==> src/verilog/txtoh_pkg.sv <==
package txtoh_pkg;
  // ==========================================================
  // constants
  localparam logic [7:0] TXTOH_FLAG_OCTET = 8'h7e;
  localparam int TXTOH_BYTE_W = 8;
  localparam logic [1:0] TXTOH_SYNC_RST = 2'h0;

  // ==========================================================
  // pin role of the shared input
  typedef enum logic [1:0] {
    TXTOH_ROLE_IDLE = 2'b00,
    TXTOH_ROLE_SEND = 2'b01,
    TXTOH_ROLE_MARK = 2'b11
  } txtoh_role_t;

  // ==========================================================
  // pin samples carried as one group
  typedef struct packed {
    logic pin;
    logic tb_clk;
    logic fr_clk;
  } txtoh_pins_t;

  // telecom bus side output group
  typedef struct packed {
    logic [7:0] data;
    logic is_overhead;
    logic valid;
  } txtoh_tb_out_t;
endpackage

==> src/verilog/txtoh_marker.sv <==
`timescale 1ns/100ps
// Overview of operation
// - telecom bus enabled: pin marks overhead; else send gate, HDLC mode only
// - in bus mode the pin tells whether the bus byte is overhead
// - marker sampled at falling edge of the telecom bus clock
// - send gate high: capture payload byte at each payload clock rising edge
// - captured bytes go into an outgoing frame carried in DS3/E3 payload
// - send gate low: ignore payload inputs, emit continuous 0x7e flags
module txtoh_marker (
  // clock and reset
  input wire logic ref_clk_in,
  input wire logic rst_in,
  // mode straps
  input wire logic tb_enable_in,
  input wire logic hdlc_mode_in,
  // shared pin
  input wire logic tx_overhead_marker_ch1_in,
  // telecom bus
  input wire logic tx_telecom_bus_clock_ch1_in,
  input wire logic [7:0] tx_telecom_byte_bus_ch1_in,
  // hdlc payload port
  input wire logic tx_frame_payload_clock_ch1_in,
  input wire logic [7:0] tx_frame_payload_in_ch1_in,
  // telecom bus result
  output txtoh_pkg::txtoh_tb_out_t tb_out,
  // octet toward the frame generator payload
  output logic [7:0] frame_octet_out,
  output logic frame_octet_valid_out,
  output logic frame_is_data_out
);
  // ==========================================================
  // state
  typedef struct packed {
    txtoh_pkg::txtoh_pins_t prev;
    logic [7:0] tb_d1;
    logic [7:0] tb_d2;
    logic [7:0] fr_d1;
    logic [7:0] fr_d2;
    txtoh_pkg::txtoh_tb_out_t tb;
    logic [7:0] octet;
    logic octet_v;
    logic is_data;
  } txtoh_st_t;

  txtoh_st_t st_r;
  txtoh_st_t st_nxt;
  txtoh_pkg::txtoh_pins_t pins_s;
  txtoh_pkg::txtoh_role_t role;

  // ==========================================================
  // pin synchronisers; data buses settle well before the sampling edge
  // all three levels cross in one vector so they share one delay
  txtoh_sync #(
    .W(3)
  ) u_sync (
    .ref_clk_in(ref_clk_in),
    .rst_in(rst_in),
    .async_in({tx_overhead_marker_ch1_in, tx_telecom_bus_clock_ch1_in, tx_frame_payload_clock_ch1_in}),
    .sync_out(pins_s)
  );

  // role select; idle when neither mode applies
  function automatic txtoh_pkg::txtoh_role_t role_of(input logic tb_en, input logic hd);
    if (tb_en) begin
      role_of = txtoh_pkg::TXTOH_ROLE_MARK;
    end else if (hd) begin
      role_of = txtoh_pkg::TXTOH_ROLE_SEND;
    end else begin
      role_of = txtoh_pkg::TXTOH_ROLE_IDLE;
    end
  endfunction

  assign role = role_of(tb_enable_in, hdlc_mode_in);

  // ==========================================================
  // edge finders on synced levels; one pair serves both link clocks
  function automatic logic edge_fell(input logic prev_lvl, input logic cur_lvl);
    edge_fell = prev_lvl && !cur_lvl;
  endfunction

  // reset level of zero matches both clocks' idle level, so no false rise
  function automatic logic edge_rose(input logic prev_lvl, input logic cur_lvl);
    edge_rose = !prev_lvl && cur_lvl;
  endfunction

  // ==========================================================
  // next state
  // timing per byte, in ref clock cycles from the link clock edge:
  //   +1 first sync stage, +2 second stage, edge seen against prev
  //   +3 result register loaded, strobe stands for that one cycle
  // byte buses take two plain register stages, not a synchroniser,
  // so the source must hold them steady three cycles either side
  // of the sampling edge; a link clock under 40 ns period can lose edges
  always_comb begin
    st_nxt = st_r;
    st_nxt.prev = pins_s;
    st_nxt.tb_d1 = tx_telecom_byte_bus_ch1_in;
    st_nxt.tb_d2 = st_r.tb_d1; // aligned with synced clock
    st_nxt.fr_d1 = tx_frame_payload_in_ch1_in;
    st_nxt.fr_d2 = st_r.fr_d1;
    // result strobes default low; they stand one cycle only
    st_nxt.tb.valid = 1'b0;
    st_nxt.octet_v = 1'b0;
    // at most one role owns the shared pin at any time; none in idle
    case (role)
      txtoh_pkg::TXTOH_ROLE_MARK: begin
        // falling edge of bus clock samples marker and byte
        if (edge_fell(st_r.prev.tb_clk, pins_s.tb_clk)) begin
          st_nxt.tb.valid = 1'b1;
          st_nxt.tb.data = st_r.tb_d2;
          st_nxt.tb.is_overhead = ~pins_s.pin;
        end
      end
      txtoh_pkg::TXTOH_ROLE_SEND: begin
        // rising payload clock: byte if gate high, flag otherwise
        if (edge_rose(st_r.prev.fr_clk, pins_s.fr_clk)) begin
          st_nxt.octet_v = 1'b1;
          if (pins_s.pin) begin
            st_nxt.octet = st_r.fr_d2;
            st_nxt.is_data = 1'b1;
          end else begin
            st_nxt.octet = txtoh_pkg::TXTOH_FLAG_OCTET;
            st_nxt.is_data = 1'b0;
          end
        end
      end
      default: begin
        // pin ignored; no octets or flags emitted, no capture
        st_nxt.is_data = 1'b0;
      end
    endcase
  end

  // ==========================================================
  // state register
  always_ff @(posedge ref_clk_in) begin
    if (rst_in) begin
      // octet rests at the flag so a reader sees idle fill
      st_r <= '0;
      st_r.octet <= txtoh_pkg::TXTOH_FLAG_OCTET;
    end else begin
      st_r <= st_nxt;
    end
  end

  // ==========================================================
  // outputs straight from the state register
  assign tb_out = st_r.tb;
  assign frame_octet_out = st_r.octet;
  assign frame_octet_valid_out = st_r.octet_v;
  assign frame_is_data_out = st_r.is_data;

  // ==========================================================
  // checks: roles of the shared pin
  a_bus_no_capture: assert property (@(posedge ref_clk_in) disable iff (rst_in)
    tb_enable_in |=> !frame_octet_valid_out)
    else $error("capture while telecom bus enabled");
  a_send_not_bus: assert property (@(posedge ref_clk_in) disable iff (rst_in)
    frame_octet_valid_out |-> $past(!tb_enable_in))
    else $error("octet produced in bus role");
  a_role_exclusive: assert property (@(posedge ref_clk_in) disable iff (rst_in)
    !(tb_out.valid && frame_octet_valid_out))
    else $error("both roles active at once");
  a_mode_only: assert property (@(posedge ref_clk_in) disable iff (rst_in)
    frame_octet_valid_out |-> $past(hdlc_mode_in))
    else $error("send role outside hdlc mode");
  a_idle_quiet: assert property (@(posedge ref_clk_in) disable iff (rst_in)
    !tb_enable_in && !hdlc_mode_in |=> !tb_out.valid && !frame_octet_valid_out)
    else $error("activity in idle role");
  a_idle_no_data: assert property (@(posedge ref_clk_in) disable iff (rst_in)
    !tb_enable_in && !hdlc_mode_in |=> !frame_is_data_out)
    else $error("data flag set in idle role");

  // checks: overhead marker on the telecom bus
  a_marker_polarity: assert property (@(posedge ref_clk_in) disable iff (rst_in)
    tb_out.valid |-> tb_out.is_overhead == !$past(pins_s.pin))
    else $error("overhead marker polarity wrong");
  a_fall_sample: assert property (@(posedge ref_clk_in) disable iff (rst_in)
    tb_out.valid |-> $past(tb_enable_in) && $past(pins_s.tb_clk, 2) && !$past(pins_s.tb_clk))
    else $error("marker sampled off falling edge");
  a_bus_data_pipe: assert property (@(posedge ref_clk_in) disable iff (rst_in)
    tb_out.valid |-> tb_out.data == $past(tx_telecom_byte_bus_ch1_in, 3))
    else $error("bus byte not the one at the edge");
  a_bus_data_hold: assert property (@(posedge ref_clk_in) disable iff (rst_in)
    !tb_out.valid |-> $stable(tb_out.data))
    else $error("bus byte changed without strobe");
  a_bus_pulse: assert property (@(posedge ref_clk_in) disable iff (rst_in)
    tb_out.valid |=> !tb_out.valid)
    else $error("bus strobe longer than one cycle");

  // checks: send gate on the payload port
  a_gate_capture: assert property (@(posedge ref_clk_in) disable iff (rst_in)
    frame_octet_valid_out && frame_is_data_out |-> $past(pins_s.pin) && $past(!tb_enable_in))
    else $error("byte captured with gate low");
  a_rise_capture: assert property (@(posedge ref_clk_in) disable iff (rst_in)
    frame_octet_valid_out |-> !$past(pins_s.fr_clk, 2) && $past(pins_s.fr_clk))
    else $error("octet off rising edge");
  a_octet_data_pipe: assert property (@(posedge ref_clk_in) disable iff (rst_in)
    frame_octet_valid_out && frame_is_data_out |-> frame_octet_out == $past(tx_frame_payload_in_ch1_in, 3))
    else $error("payload byte not the one at the edge");
  a_octet_pulse: assert property (@(posedge ref_clk_in) disable iff (rst_in)
    frame_octet_valid_out |=> !frame_octet_valid_out)
    else $error("octet strobe longer than one cycle");
  a_flag_when_low: assert property (@(posedge ref_clk_in) disable iff (rst_in)
    frame_octet_valid_out && !frame_is_data_out |-> frame_octet_out == txtoh_pkg::TXTOH_FLAG_OCTET)
    else $error("idle octet not a flag");
  a_octet_hold: assert property (@(posedge ref_clk_in) disable iff (rst_in)
    !frame_octet_valid_out |-> $stable(frame_octet_out))
    else $error("octet changed without strobe");

  // main scenarios: both marker levels, data, flags, idle role
  c_overhead: cover property (@(posedge ref_clk_in) tb_out.valid && tb_out.is_overhead);
  c_payload_byte: cover property (@(posedge ref_clk_in) tb_out.valid && !tb_out.is_overhead);
  c_data: cover property (@(posedge ref_clk_in) frame_octet_valid_out && frame_is_data_out);
  c_flag: cover property (@(posedge ref_clk_in) frame_octet_valid_out && !frame_is_data_out);
  c_idle: cover property (@(posedge ref_clk_in) !rst_in && !tb_enable_in && !hdlc_mode_in);
endmodule

==> src/verilog/txtoh_sync.sv <==
`timescale 1ns/100ps
// ==========================================================
// two-flop synchroniser for a vector of pin levels
module txtoh_sync #(
  parameter int W = 3
) (
  // clock and reset
  input wire logic ref_clk_in,
  input wire logic rst_in,
  // async level in, synced level out
  input wire logic [W-1:0] async_in,
  output logic [W-1:0] sync_out
);
  typedef struct packed {
    logic [W-1:0] meta;
    logic [W-1:0] sync;
  } txtoh_sync_st_t;

  txtoh_sync_st_t st_r;
  txtoh_sync_st_t st_nxt;

  // first stage feeds only the second stage
  always_comb begin
    st_nxt = st_r;
    st_nxt.meta = async_in;
    st_nxt.sync = st_r.meta;
  end

  always_ff @(posedge ref_clk_in) begin
    if (rst_in) begin
      st_r <= '0;
    end else begin
      st_r <= st_nxt;
    end
  end

  assign sync_out = st_r.sync;
endmodule

==> config.mk <==
export PLATFORM = sky130hd
export DESIGN_NAME = txtoh_marker
export DESIGN_NICKNAME = d
export VERILOG_FILES = /design/src/verilog/txtoh_pkg.sv /design/src/verilog/txtoh_marker.sv /design/src/verilog/txtoh_sync.sv
export SDC_FILE = /design/constraint.sdc
export NUM_CORES = 1
export LEC_CHECK = 0
export ABC_AREA = 1
export BUFFER_PORTS_ARGS = -buffer_cell sky130_fd_sc_hd__clkbuf_2
export CORE_AREA = 2 2 65 67
export CTS_CLUSTER_SIZE = 20
export DETAILED_ROUTE_END_ITERATION = 10
export DIE_AREA = 0 0 67 69
export GPL_TIMING_DRIVEN = 0
export PLACE_DENSITY = 0.75
export SETUP_SLACK_MARGIN = 0.15
export SLEW_MARGIN = 20
export SYNTH_ARGS = -nofsm -noshare
export SYNTH_HDL_FRONTEND = slang
export SYNTH_SLANG_ARGS = --single-unit
==> constraint.sdc <==
create_clock -name ref_clk_in -period 1.1 [get_ports ref_clk_in]
set_input_delay 0.275 -clock ref_clk_in [delete_from_list [all_inputs] [get_ports ref_clk_in]]
set_output_delay 0.275 -clock ref_clk_in [all_outputs]
set_load 0.005 [all_outputs]
==> impl_metrics.py <==
metrics = {
    "status": {
        "outcome": "complete, but fails checks",
        "violations": "negative setup slack",
    },
    "clock_network": {
        "clk_latency_ps": 330,
        "path_clk_slew_ps": 60,
        "cts_root_buf": "clkbuf_8",
        "clockBufferDepth": 2,
        "cts_tree": "yes",
        "htree_num_levels": 3,
        "cts_buffers": 9,
        "cts.sinks": 60,
    },
    "worst_setup_path": {
        "arrival_ps": 860,
        "endpoint_kind": "primary output",
        "path_class": "reg2out",
        "worstPathRequired_ps": 820,
        "crit_fanout": 2,
        "worstSetupStartpointType": "flip-flop",
    },
    "die": {
        "ios": 43,
        "die_area_mm2": 0.004623,
        "die_h_um": 69,
        "core_area_mm2": 0.003914,
        "fp.dieW_um": 67,
        "start_util_pct": 50.77,
        "row_count": 23,
    },
    "cells_and_area": {
        "syn_to_final_growth_pct": 35.08,
        "final_util_pct": 68.57,
        "fin_nets": 317,
        "diodes": 0,
        "drive_gt1_share_pct": 42.81,
    },
    "logic_synthesis": {
        "synth-adder-area-share_pct": 0,
        "yosysSeqAreaShare_pct": 60.45,
        "netlist.area_leader.share_pct": 60.45,
        "synth-xor-area-share_pct": 0,
        "synth_top_area_cell": "dfxtp_1",
        "synth_top_family_by_area": "buffers and inverters",
        "synth-simple-area-share_pct": 17.00,
        "synth.net_count": 260,
        "synth_compound_area_share_pct": 4.786,
        "avgSynthCellArea_um2": 8.384,
        "synthMuxAreaShare_pct": 0,
        "ys_warn_count": 0,
        "synth_cells": 237,
        "synth.area.top_cells": "dfxtp_1 60%, nor2_1 12%, inv_1 8.5%",
        "synth_area_mm2": 0.001987,
        "synth-seq-cells": 60,
        "synth.distinct_cells": 16,
    },
    "sta": {
        "slew_headroom_pct": 79.36,
        "rsz0062_at_grt": "true",
        "worst-slew-pin-transition_ps": 309.2,
        "fin_ws_ps": -38.59,
        "finalHoldViolations": 0,
        "fin_skew_ps": 5.641,
        "finalCritPeriodShare_pct": 103.5,
        "setup_viol": 18,
        "hold_ws_ps": 125.2,
        "setup_tns_ps": -521.0,
        "max_freq_mhz": 878.3,
        "fin_crit_ps": 1139,
        "drv_slew": 0,
    },
    "detailed_routing": {
        "drc": 0,
        "dr_wl_met2_um": 1781,
        "antenna_left": 0,
        "via_per_inst": 4.266,
        "met1_length_um": 1424,
        "drtIter0Drc": 36,
        "routed_wl_um": 3458,
        "top_layer_used": "met4",
        "dr_total_vias": 1489,
        "wire_per_inst_um": 9.908,
        "firstDrtPassIters": 4,
        "wl_met3_um": 171,
    },
    "power": {
        "peakVddDrop_mv": 1.043,
        "p_leak_nw": 1.366,
        "powerDensity_mw_per_mm2": 1660,
    },
    "placement": {
        "hpwl_um": 2192,
        "place_ws_ps": -42.64,
        "place.port_buffers": 41,
        "routabilityCongestion": 0.7473,
    },
    "grt": {
        "grt_pass1_wl_um": 5437,
        "grt-ovfl-total": 0,
        "antenna_found_initial": 0,
        "grt_pass1_vias": 1356,
        "grtUsageTotal_pct": 16.01,
        "grt_max_degree": 11,
    },
    "run": {
        "drv_cap": 0,
    },
    "min_path": {
        "hold_path.class": "in2reg",
    },
}
## cells by family (layout without fill, tap and decap cells)
group,after synthesis,count (layout)
AOI/OAI and AO/OA,19,19
buffers and inverters,72,133
DFF,60,60
and+or+nand+nor,86,87
## cell usage after synthesis (all sizes together)
cell type / instances
a21oi: 4
inv: 46
nand3: 8
clkbuf: 1
buf: 24
o21ai: 15
dfxtp: 60
clkinv: 1
nand2: 16
nor2: 62
## worst max-delay path, cell delays in order (launching register included)
cell and delay [ps]:
dfxtp_2 330, buf_6 100, clkbuf_2 100
## power breakdown
group / internal [W] / switching [W]
registers: 0.00226 / 0.0000284
clock network: 0.00115 / 0.000782
logic: 0.000113 / 0.000125
## routing by layer
layer,global-route usage (%),vias up
li1,-,793
met1,17.30,656
met2,26.40,31
met3,5.383,9
met4,9.524,0
met5,0,-
## area by class of cell
cell class / count / area [um2]
Timing Repair Buffer: 45 / 257.7
Tap cell: 50 / 62.56
Buffer: 25 / 250.2
Clock inverter: 5 / 50.05
Sequential cell: 60 / 1229
Multi-Input combinational cell: 106 / 501.7
Clock buffer: 11 / 151.4
Inverter: 47 / 181.4
Fill cell: 325 / 1230
## metrics by stage
step                area [um2]  instances  total power, W
finish                    2684        349        0.004455
global route              2684        349        0.004639
CTS                       2576        347        0.004470
detailed placement        2255        328        0.002526
global placement          2255        328        0.002518
floorplan                 1987        237        0.002446
## layout by cell type (no fill, tap or decap)
cell type / n
dfxtp_2: 22
inv_2: 3
nor2_1: 58
dfxtp_1: 38
nor2_4: 3
a21oi_1: 3
clkbuf_8: 11
clkinv_2: 4
o21ai_0: 7
bufinv_16: 1
a21oi_2: 1
buf_2: 5
o21ai_1: 3
nand2_2: 3
clkbuf_2: 38
inv_1: 42
buf_4: 3
nand2_4: 2
inv_4: 2
buf_6: 24
nor2_2: 1
nand3_1: 8
o21ai_2: 5
nand2_1: 12
## what timing repair did
item	4_1_cts	5_1_grt
buffers inserted	3	0
resized for setup	39	39
gates cloned	0	2
hold buffers	0	0
pin swaps	0	11
setup endpoints to repair	34	38
## worst paths after layout
check	slack [ps]	endpoint	cells past startpoint	startpoint
worst min register to register	400	st_r[38]	2	st_nxt[38]
worst max register to register	170	tb_out[1]	5	st_r[53]
worst min-delay path	130	st_nxt[23]	3	tx_frame_payload_in_ch1_in[3]
worst max-delay path	-40	tb_out[8]	2	tb_out[8]
## state kept, by name (all words and copies together) (netlist names)
register,count
frame_is_data_out,1
u_sync.sync_out,3
frame_octet_valid_out,1
frame_octet_out,8
st_r,18
u_sync.st_nxt,3
tb_out,10
st_nxt,16
Power figures use the tool's default switching activity.
